$ cat config.mk
export PLATFORM = sky130hd
export DESIGN_NAME = accel_spi_frame
export DESIGN_NICKNAME = d
export VERILOG_FILES = /design/src/rtl/accel_spi_pkg.sv /design/src/rtl/accel_spi_frame.sv
export VERILOG_INCLUDE_DIRS = /design/src /design/src/rtl
export SDC_FILE = /design/constraint.sdc
export NUM_CORES = 1
export LEC_CHECK = 0
export BUFFER_PORTS_ARGS = -buffer_cell sky130_fd_sc_hd__buf_2
export CAP_MARGIN = 20
export CORE_MARGIN = 10
export CORE_UTILIZATION = 40
export CTS_BUF_LIST = sky130_fd_sc_hd__clkbuf_4 sky130_fd_sc_hd__clkbuf_8 sky130_fd_sc_hd__clkbuf_16
export CTS_CLUSTER_DIAMETER = 120
export DETAILED_ROUTE_END_ITERATION = 10
export PLACE_DENSITY_LB_ADDON = 0.12
export SETUP_SLACK_MARGIN = 0.5
export SYNTH_ARGS = -nofsm -noshare
export SYNTH_HDL_FRONTEND = slang
export SYNTH_SLANG_ARGS = --single-unit
$ cat constraint.sdc
create_clock -name clk_sys_i -period 4.8 [get_ports clk_sys_i]
set_clock_uncertainty 0.05 [all_clocks]
set_input_delay 0.72 -clock clk_sys_i [delete_from_list [all_inputs] [get_ports clk_sys_i]]
set_output_delay 0.72 -clock clk_sys_i [all_outputs]
set_load 0.005 [all_outputs]
$ cat src/rtl/accel_spi_params.svh
`ifndef ACCEL_SPI_PARAMS_SVH
`define ACCEL_SPI_PARAMS_SVH

// frame layout
`define FRAME_BITS      5'h10
`define CNT_MAX         5'h1F
`define RESP_SE_BIT     2
`define RESP_RE_BIT     1
`define RESP_DU_BIT     0
`define RESP_CNC_BIT    3
`define RESP_HE_BIT     2

// status and exception codes
`define ST_NONSENSOR    2'h3
`define ES_NONSENSOR    2'h2
`define ST_SENSOR       2'h1
`define ST_SELFTEST     2'h2
`define ST_EXCEPT       2'h0
`define ES_EXCEPT       2'h0

// control access opcodes
`define OPC_WRITE       2'h1
`define OPC_READ        2'h2

// output update modes
`define UPD_BOTH_ALL    2'h0
`define UPD_PER_AXIS    2'h1
`define UPD_BOTH_MSB    2'h2
`define UPD_CONTINUOUS  2'h3

// reset values: first response is error with request error and unavailable
`define RESP_POR        16'h0E03
`define CTRL_RESET      8'h00

// filter test timing and expected outputs
`define FILT_SETTLE_MS  60
`define CLK_FREQ_KHZ    200000
`define TEST_EXP_LO     14'h3400
`define TEST_EXP_MID    14'h0000
`define TEST_EXP_HI     14'h0C00
`define TEST_MID_TOL    14'h0001

`endif

$ cat src/rtl/accel_spi_pkg.sv
package accel_spi_pkg;

    // control register, bit 7 down to bit 0
    typedef struct packed {
        logic       power_down;
        logic       self_test_enable;
        logic       tempcomp_disable;
        logic [1:0] filter_test_select;
        logic       filter_reset;
        logic [1:0] output_update_mode;
    } ctrl_type;

    // 16-bit request as seen after the last serial bit
    typedef struct packed {
        logic [1:0] access_opcode;
        logic       sensor_read_select;
        logic [4:0] request_addr_field;
        logic [7:0] data;
    } req_type;

    typedef enum logic {
        FRM_IDLE,
        FRM_ACTIVE
    } frame_state_type;

endpackage

$ cat src/rtl/accel_spi_frame.sv
// What this block does
// [RULE1] request bit 13 high means sensor read, low means control access
// [RULE2] control opcode in bits 15:14: 01 writes, 10 reads the register
// [RULE3] address bits 12:8 ignored; all control accesses hit one register
// [RULE4] control write stores request bits 7:0 into the register
// [RULE5] sensor read: bits 15,14,12 form the sample sequence id
// [RULE6] sensor read: bits 1:0 select axis and byte; others ignored
// [RULE7] granted control response copies opcode into bits 14:13
// [RULE8] response bit 12 makes all sixteen bits odd parity
// [RULE9] non-sensor responses carry status 11 in bits 11:10
// [RULE10] non-sensor responses carry exception status 10 in bits 9:8
// [RULE11] control register readable; read returns it in bits 7:0
// [RULE12] rising clock edges per frame other than 16 set bit 2
// [RULE13] unknown requests set response bit 1
// [RULE14] first response after reset has request error and unavailable set
// [RULE15] sensor read flags power down and heater loop faults
// [RULE16] two control bits choose how output registers update
// [RULE17] filter reset bit holds both filters cleared, outputs zero
// [RULE18] filter test field selects normal input or 25/50/75% pattern
// [RULE19] test patterns settle within 60 ms to -3072, 0+-1, +3072
// [RULE20] one bit disables temperature compensation, one enables self-test
// [RULE21] power-down bit puts device in non-functional state
// [RULE22] control register clears to zero at power-up
// [RULE23] update modes 00, 01 and 10 freeze axes until the required bytes are read; mode 11 never freezes
// [RULE24] self-test active on sensor read returns status 10
// [RULE25] sensor data right justified in bits 9:0, zero padded
// [RULE26] each frame shifts out the response to the previous request
`timescale 1ns/10ps
`include "accel_spi_params.svh"

module accel_spi_frame #(
    parameter int unsigned SETTLE_CYC = `FILT_SETTLE_MS * `CLK_FREQ_KHZ
) (
    input  wire logic                  clk_sys_i,
    input  wire logic                  rst_b_i,
    input  wire logic                  clk_en_i,
    input  wire logic                  sclk_i,
    input  wire logic                  select_n_i,
    input  wire logic                  mosi_i,
    input  wire logic [13:0]           x_data_i,
    input  wire logic [13:0]           y_data_i,
    input  wire logic                  heater_fault_i,
    output logic                       miso_o,
    output logic                       miso_oe_o,
    output accel_spi_pkg::ctrl_type    device_ctrl_o,
    output logic                       test_pattern_o,
    output logic                       test_settled_o,
    output logic                       test_match_o
);
    import accel_spi_pkg::*;

    // pin synchronisers; first stage feeds only the second
    logic sck_s1_r, sck_s2_r, sck_s3_r;
    logic sel_s1_r, sel_s2_r, sel_s3_r;
    logic mosi_s1_r, mosi_s2_r;

    always_ff @(posedge clk_sys_i or negedge rst_b_i) begin
        if (!rst_b_i) begin
            sck_s1_r  <= 1'b0;
            sck_s2_r  <= 1'b0;
            sck_s3_r  <= 1'b0;
            sel_s1_r  <= 1'b1;
            sel_s2_r  <= 1'b1;
            sel_s3_r  <= 1'b1;
            mosi_s1_r <= 1'b0;
            mosi_s2_r <= 1'b0;
        end else if (clk_en_i) begin
            sck_s1_r  <= sclk_i;
            sck_s2_r  <= sck_s1_r;
            sck_s3_r  <= sck_s2_r;
            sel_s1_r  <= select_n_i;
            sel_s2_r  <= sel_s1_r;
            sel_s3_r  <= sel_s2_r;
            mosi_s1_r <= mosi_i;
            mosi_s2_r <= mosi_s1_r;
        end
    end

    logic sck_rise, sck_fall, frame_start, frame_end;
    frame_state_type state_r, state_nxt;
    logic [4:0]  cnt_r, cnt_nxt;
    logic [15:0] rx_r, rx_nxt, tx_r, tx_nxt;
    logic        miso_r, miso_nxt, oe_r, oe_nxt;
    logic [15:0] resp_r, resp_nxt;
    ctrl_type    ctrl_r, ctrl_nxt;

    // edges seen by the system clock; link clock is slow against it
    assign sck_rise    = clk_en_i & sck_s2_r & ~sck_s3_r;
    assign sck_fall    = clk_en_i & ~sck_s2_r & sck_s3_r;
    assign frame_start = clk_en_i & ~sel_s2_r & sel_s3_r;
    assign frame_end   = clk_en_i & sel_s2_r & ~sel_s3_r
                         & (state_r == FRM_ACTIVE);

    // shifter: sample on rising sclk, launch next bit on falling sclk
    always_comb begin
        state_nxt = state_r;
        cnt_nxt   = cnt_r;
        rx_nxt    = rx_r;
        tx_nxt    = tx_r;
        if (frame_start) begin
            state_nxt = FRM_ACTIVE;
            cnt_nxt   = 5'h00;
            tx_nxt    = resp_r;                            // [RULE26]
        end else if (state_r == FRM_ACTIVE) begin
            if (sck_rise) begin
                rx_nxt = {rx_r[14:0], mosi_s2_r};
                if (cnt_r != `CNT_MAX)                      // [RULE12]
                    cnt_nxt = cnt_r + 5'h01;
            end
            if (sck_fall)
                tx_nxt = {tx_r[14:0], 1'b0};
            if (frame_end)
                state_nxt = FRM_IDLE;
        end
        miso_nxt = tx_nxt[15];
        oe_nxt   = (state_nxt == FRM_ACTIVE);
    end

    always_ff @(posedge clk_sys_i or negedge rst_b_i) begin
        if (!rst_b_i) begin
            state_r <= FRM_IDLE;
            cnt_r   <= 5'h00;
            rx_r    <= 16'h0000;
            tx_r    <= 16'h0000;
            miso_r  <= 1'b0;
            oe_r    <= 1'b0;
        end else if (clk_en_i) begin
            state_r <= state_nxt;
            cnt_r   <= cnt_nxt;
            rx_r    <= rx_nxt;
            tx_r    <= tx_nxt;
            miso_r  <= miso_nxt;
            oe_r    <= oe_nxt;
        end
    end

    // request decode
    req_type    req;
    logic       len_ok, sens_rd;
    logic [1:0] chan;
    logic [13:0] hold_x_r, hold_x_nxt, hold_y_r, hold_y_nxt;
    logic [9:0] sens_data;

    assign req     = req_type'(rx_r);
    assign len_ok  = (cnt_r == `FRAME_BITS);
    assign chan    = req.data[1:0];                        // [RULE6]
    assign sens_rd = frame_end & len_ok & req.sensor_read_select
                     & ~ctrl_r.power_down;

    // byte mux; lsb reads pad the upper six bits with zero
    always_comb begin
        unique case (chan)
            2'h0:    sens_data = {6'h00, hold_x_r[3:0]};    // [RULE25]
            2'h1:    sens_data = {6'h00, hold_y_r[3:0]};
            2'h2:    sens_data = hold_x_r[13:4];
            default: sens_data = hold_y_r[13:4];
        endcase
    end

    // response builder and control register
    always_comb begin
        logic [15:0] r;
        r        = 16'h0000;
        ctrl_nxt = ctrl_r;
        if (!len_ok) begin
            r[11:10]         = `ST_NONSENSOR;
            r[9:8]           = `ES_NONSENSOR;
            r[`RESP_SE_BIT]  = 1'b1;                        // [RULE12]
        end else if (req.sensor_read_select) begin          // [RULE1]
            r[15:13] = {req.request_addr_field[4],
                        req.access_opcode};                 // [RULE5]
            if (ctrl_r.power_down || heater_fault_i) begin
                r[11:10]           = `ST_EXCEPT;
                r[9:8]             = `ES_EXCEPT;
                r[`RESP_CNC_BIT]   = ctrl_r.power_down;     // [RULE15]
                r[`RESP_HE_BIT]    = heater_fault_i;        // [RULE15]
            end else begin
                if (ctrl_r.self_test_enable || ctrl_r.tempcomp_disable)
                    r[11:10] = `ST_SELFTEST;                // [RULE24]
                else
                    r[11:10] = `ST_SENSOR;
                r[9:0] = sens_data;                         // [RULE25]
            end
        end else begin
            // address field never looked at: one register only [RULE3]
            r[11:10] = `ST_NONSENSOR;                       // [RULE9]
            r[9:8]   = `ES_NONSENSOR;                       // [RULE10]
            unique case (req.access_opcode)                 // [RULE2]
                `OPC_WRITE: begin
                    r[14:13] = req.access_opcode;           // [RULE7]
                    r[7:0]   = req.data;
                    ctrl_nxt = ctrl_type'(req.data);        // [RULE4]
                end
                `OPC_READ: begin
                    r[14:13] = req.access_opcode;           // [RULE7]
                    r[7:0]   = ctrl_r;                      // [RULE11]
                end
                default: r[`RESP_RE_BIT] = 1'b1;            // [RULE13]
            endcase
        end
        r[12]    = ~^{r[15:13], r[11:0]};                   // [RULE8]
        resp_nxt = frame_end ? r : resp_r;
        if (!frame_end)
            ctrl_nxt = ctrl_r;
    end

    // reset values give the error first response and a clear register
    always_ff @(posedge clk_sys_i or negedge rst_b_i) begin
        if (!rst_b_i) begin
            resp_r <= `RESP_POR;                            // [RULE14]
            ctrl_r <= ctrl_type'(`CTRL_RESET);              // [RULE22]
        end else if (clk_en_i) begin
            resp_r <= resp_nxt;
            ctrl_r <= ctrl_nxt;
        end
    end

    // output hold registers with read-driven freezing
    logic [1:0] frz_r, frz_nxt;
    logic [3:0] rd_r, rd_nxt;

    always_comb begin
        logic [3:0] m;
        logic [3:0] pair;
        m          = rd_r | (4'h1 << chan);
        pair       = 4'h5 << chan[0];
        frz_nxt    = frz_r;
        rd_nxt     = rd_r;
        if (ctrl_r.output_update_mode == `UPD_CONTINUOUS) begin
            frz_nxt = 2'h0;                                 // [RULE23]
            rd_nxt  = 4'h0;
        end else if (sens_rd) begin
            unique case (ctrl_r.output_update_mode)         // [RULE16]
                `UPD_BOTH_ALL: begin
                    frz_nxt = (m == 4'hF) ? 2'h0 : 2'h3;    // [RULE23]
                    rd_nxt  = (m == 4'hF) ? 4'h0 : m;
                end
                `UPD_PER_AXIS: begin
                    frz_nxt[chan[0]] = ((m & pair) != pair); // [RULE23]
                    rd_nxt = ((m & pair) == pair) ? (m & ~pair) : m;
                end
                default: begin
                    if (chan[1]) begin                      // [RULE23]
                        frz_nxt = (m[3:2] == 2'h3) ? 2'h0 : 2'h3;
                        rd_nxt  = (m[3:2] == 2'h3) ? 4'h0 : m;
                    end
                end
            endcase
        end
        // freeze taken this edge already blocks the update: no torn sample
        if (ctrl_r.filter_reset) begin
            hold_x_nxt = 14'h0000;                          // [RULE17]
            hold_y_nxt = 14'h0000;
        end else begin
            hold_x_nxt = frz_nxt[0] ? hold_x_r : x_data_i;
            hold_y_nxt = frz_nxt[1] ? hold_y_r : y_data_i;
        end
    end

    always_ff @(posedge clk_sys_i or negedge rst_b_i) begin
        if (!rst_b_i) begin
            frz_r    <= 2'h0;
            rd_r     <= 4'h0;
            hold_x_r <= 14'h0000;
            hold_y_r <= 14'h0000;
        end else if (clk_en_i) begin
            frz_r    <= frz_nxt;
            rd_r     <= rd_nxt;
            hold_x_r <= hold_x_nxt;
            hold_y_r <= hold_y_nxt;
        end
    end

    // filter test pattern, settle timer and expected value check
    logic [1:0]  pat_cnt_r, pat_cnt_nxt;
    logic        pat_r, pat_nxt, settled_r, settled_nxt;
    logic        match_r, match_nxt;
    logic [1:0]  ftst_prev_r;
    logic [23:0] settle_r, settle_nxt;
    logic [13:0] exp_val;

    always_comb begin
        pat_cnt_nxt = pat_cnt_r + 2'h1;
        // density in quarters equals the field value   [RULE18]
        pat_nxt     = (pat_cnt_r < ctrl_r.filter_test_select)
                      & ~ctrl_r.power_down;                 // [RULE21]
        settle_nxt  = settle_r;
        settled_nxt = settled_r;
        if (ctrl_r.filter_test_select == 2'h0 || ctrl_r.filter_reset
            || ctrl_r.filter_test_select != ftst_prev_r) begin
            settle_nxt  = 24'h000000;
            settled_nxt = 1'b0;
        end else if (settle_r >= 24'(SETTLE_CYC - 1)) begin
            settled_nxt = 1'b1;                             // [RULE19]
        end else begin
            settle_nxt  = settle_r + 24'h000001;
        end
        unique case (ctrl_r.filter_test_select)
            2'h1:    exp_val = `TEST_EXP_LO;
            2'h3:    exp_val = `TEST_EXP_HI;
            default: exp_val = `TEST_EXP_MID;
        endcase
        // mid density allows one count either side of zero
        if (ctrl_r.filter_test_select == 2'h2)
            match_nxt = settled_r
                && (hold_x_r + `TEST_MID_TOL <= 14'h0002)
                && (hold_y_r + `TEST_MID_TOL <= 14'h0002);  // [RULE19]
        else
            match_nxt = settled_r && hold_x_r == exp_val
                        && hold_y_r == exp_val;             // [RULE19]
    end

    always_ff @(posedge clk_sys_i or negedge rst_b_i) begin
        if (!rst_b_i) begin
            pat_cnt_r   <= 2'h0;
            pat_r       <= 1'b0;
            settle_r    <= 24'h000000;
            settled_r   <= 1'b0;
            match_r     <= 1'b0;
            ftst_prev_r <= 2'h0;
        end else if (clk_en_i) begin
            pat_cnt_r   <= pat_cnt_nxt;
            pat_r       <= pat_nxt;
            settle_r    <= settle_nxt;
            settled_r   <= settled_nxt;
            match_r     <= match_nxt;
            ftst_prev_r <= ctrl_r.filter_test_select;
        end
    end

    // all outputs straight from flops; control bits drive the analog side
    assign miso_o         = miso_r;
    assign miso_oe_o      = oe_r;
    assign device_ctrl_o  = ctrl_r;                        // [RULE20]
    assign test_pattern_o = pat_r;
    assign test_settled_o = settled_r;
    assign test_match_o   = match_r;

    // checks
    logic first_r;
    always_ff @(posedge clk_sys_i or negedge rst_b_i) begin
        if (!rst_b_i)
            first_r <= 1'b1;
        else if (frame_start)
            first_r <= 1'b0;
    end
endmodule

==> metrics.txt <==
part of the total power dissipated in sequential elements=0.439; class of the tightest hold or removal check=in -> async; part of the total power dissipated in the clock network=0.348; most frequently used cell type in the post-synthesis netlist=sky130_fd_sc_hd__dfrtp_1; number of top-level design ports=48; total standard cell area after synthesis=7310 um^2; post-route ant nets=0; DRC violation count after routing=0; initial core utilization=0.407; most frequently used flop master after synthesis=sky130_fd_sc_hd__dfrtp_1; post-synth net total=809; switching power share of the total=0.316; Tot GR Track Use=0.157; Finish-stage setup viols=0; count of maximum capacitance violations=0; Finished Core Util=0.461; initial antenna violation count=0; total gr overflow=0; average wire length per cell after detail routing=17.9 um; drt total wl=18.5 mm; internal cell power=2520 uW; Critical Path End Type=flip-flop; r2r setup slk=1.21 ns; cells resized by post-CTS repair=0; critical register-to-register path startpoint=req[0]$_DFFE_PN0P_; post-synthesis register bit count=135; Max Clk Rate=279 MHz; maximum clock path buffer count=2; Pwr Density=444 nW/um^2; Layout area overhead=13.2%; Avg Inst Size Synth=9.66 um^2; cell type with the largest total area after synthesis=sky130_fd_sc_hd__dfrtp_1; Clk Latency, worst-skew pair=0.42 ns; TNS Setup=0 ns; CP max FO=24; ranking of synthesized cells by instance count=sky130_fd_sc_hd__dfrtp_1 (127), sky130_fd_sc_hd__nand2_1 (106), sky130_fd_sc_hd__nor2_1 (67); startpoint-to-endpoint class of the critical path=reg -> reg; slowest cell on the critical path=sky130_fd_sc_hd__dfrtp_1; count of yosys warnings during synthesis=0; cell depth of the worst flop-to-flop path=7; Max-slew headroom=0.258; Mapped Cells=757; vias per cell=5.74; maximum vdd ir drop=233 uV; share of the synthesized area in the top cell type=0.435; Worst setup SP type=flip-flop; number of levels the H-tree was split into=4; starting DRC count in detailed routing=405; Final Wtd Congestion=0.888; overall die height=155 um; number of port buffers=47; width of the die=155 um; leading cell types by total area after synthesis=sky130_fd_sc_hd__dfrtp_1 (43%), sky130_fd_sc_hd__nand2_1 (5.4%), sky130_fd_sc_hd__mux2_2 (4.6%); maximum single-stage delay on the critical path=1.00 ns; Async S/R FF share, synth=1.00; run status=finished clean; Yosys cell types=81; number of global-route vias before repair=5987; first-pass GRT wire length=31.0 mm; floorplan core area=18000 um^2; power share of the combinational group=0.213; cell chosen for the clock root=sky130_fd_sc_hd__clkbuf_16; clock sink total=135; Detail Placement HPWL=13.3 mm; Inserted Diodes=0; end of the worst register-to-register path=hold_y_r[12]$_DFFE_PN0P_; die area=24100 um^2; share of the yosys chip area belonging to registers=0.463; largest net degree at the start of global routing=102; final-stage net count=841; TritonCTS clock tree=done; total number of vias=5917; cell chain of the critical path=inv_1, o32ai_1, a21oi_2, o21ba_2, a32oi_1, and2_1, a22o_1; RSZ-0062 raised after global routing=no; final period demand of the worst path=3.59 ns; required time of the critical path=5.10 ns; number of CTS-inserted buffers=17; Cell Rows=49; Leakage Power=0.00357 uW; Worst-path clk slew=0.06 ns; hold-fix buffer count after cts=0; number of pins with negative max-slew slack in the final report=0; number of hold-slack violations in the final timing report=0; Slew @ Worst Pin=1.11 ns; DR pass1 iterations=4; Post-synth EDFFs=0; reported net switching power=1160 uW; Final period util=0.748; CP arrival=3.89 ns; setup fix buffers added after clock tree synthesis=0; fraction of layout cells with a size suffix above 1=0.177
## sequential cells by signal (all words and copies together), names as in the netlist, 2 cells and up
signal / cells
cnt_r: 5
device_ctrl_o: 8
frz_r: 2
ftst_prev_r: 2
hold_x_r: 14
hold_y_r: 14
pat_cnt_r: 2
rd_r: 4
req: 16
resp_r: 16
settle_r: 24
tx_r: 16
## worst max-delay path: cells and delay by family, from the launching register on
kind	cells	cell delay, ns
and+or+nand+nor	1	0.44
AOI/OAI and AO/OA	5	1.81
DFF	1	1.00
buffers and inverters	1	0.21
## worst max-delay path by stage
stage                                   from  slack (ns)                  endpoint  cells past startpoint
final                     req[0]$_DFFE_PN0P_        1.21  hold_y_r[12]$_DFFE_PN0P_                      7
after global routing      req[0]$_DFFE_PN0P_        0.96   hold_y_r[3]$_DFFE_PN0P_                      7
after CTS                 req[0]$_DFFE_PN0P_        1.22  hold_y_r[12]$_DFFE_PN0P_                      7
after detailed placement  req[0]$_DFFE_PN0P_        1.24   hold_y_r[4]$_DFFE_PN0P_                      7
after global placement    req[0]$_DFFE_PN0P_        1.42  hold_y_r[12]$_DFFE_PN0P_                      7
after floorplan                     clk_en_i        2.35  hold_y_r[11]$_DFFE_PN0P_                      8
## power by group through the flow
| stage | logic (uW) | clock network, uW | registers [uW] |
|---|---|---|---|
| after floorplan | 686 | 0 | 1510 |
| after global placement | 761 | 0 | 1620 |
| after detailed placement | 785 | 0 | 1630 |
| after CTS | 788 | 1310 | 1610 |
| after global routing | 881 | 1360 | 1650 |
| final | 783 | 1280 | 1620 |
## cells in the final DEF (no fill, tap or decap), types with 17 or more instances in the layout
| cell type | synthesis | routed |
|---|---|---|
| sky130_fd_sc_hd__buf_2 | 6 | 46 |
| sky130_fd_sc_hd__a21oi_1 | 32 | 32 |
| sky130_fd_sc_hd__mux2_2 | 30 | 30 |
| sky130_fd_sc_hd__nand2_1 | 106 | 106 |
| sky130_fd_sc_hd__nor2_1 | 67 | 67 |
| sky130_fd_sc_hd__ha_1 | 17 | 17 |
| sky130_fd_sc_hd__a22o_1 | 26 | 26 |
| sky130_fd_sc_hd__inv_1 | 21 | 21 |
| sky130_fd_sc_hd__a31oi_1 | 24 | 24 |
| sky130_fd_sc_hd__dfrtp_1 | 127 | 127 |
| sky130_fd_sc_hd__nand3_1 | 20 | 20 |
| sky130_fd_sc_hd__o21ai_0 | 42 | 42 |
| sky130_fd_sc_hd__clkbuf_16 | 0 | 17 |
## metal layers
layer | up-vias | part of all wire | track usage
met2 | 109 | 0.48 | 0.250
met4 | 0 | 0.013 | 0.0508
met1 | 2955 | 0.47 | 0.205
met3 | 24 | 0.036 | 0.0358
li1 | 2829 | - | -
met5 | - | 0 | 0
## area by class of cell
cell class	count	area, um^2
sequential	135	3390
multi-input combinational	559	3650
tap	229	287
clock inverter	12	128
clock buffer	19	453
timing repair buffer	54	294
fill	1698	9680
inverter	22	82.6
## cell families (layout without fill, tap and decap cells)
logic type,count (synthesis),after routing,share of synthesized area
DFF,135,135,0.463
buffers and inverters,63,107,0.0376
adders and majority gates,17,17,0.0291
muxes,46,46,0.0738
AOI/OAI and AO/OA,194,194,0.185
and+or+nand+nor,284,284,0.187
xor gates and xnor gates,18,18,0.0234
## per-stage QoR
stage          power [uW]  setup slack, ns  hold WS [ns]  cell area [um^2]  instances
3_5_place_dp         2410             1.24         0.399              7700        999
5_1_grt              3890            0.965         0.421              8280       1030
4_1_cts              3710             1.22         0.405              8280       1030
3_3_place_gp         2380             1.42         0.398              7700        999
6_report             3680             1.21         0.365              8280       1030
2_1_floorplan        2190             2.35         0.374              7310        757
(Power assumes the default switching activity.)
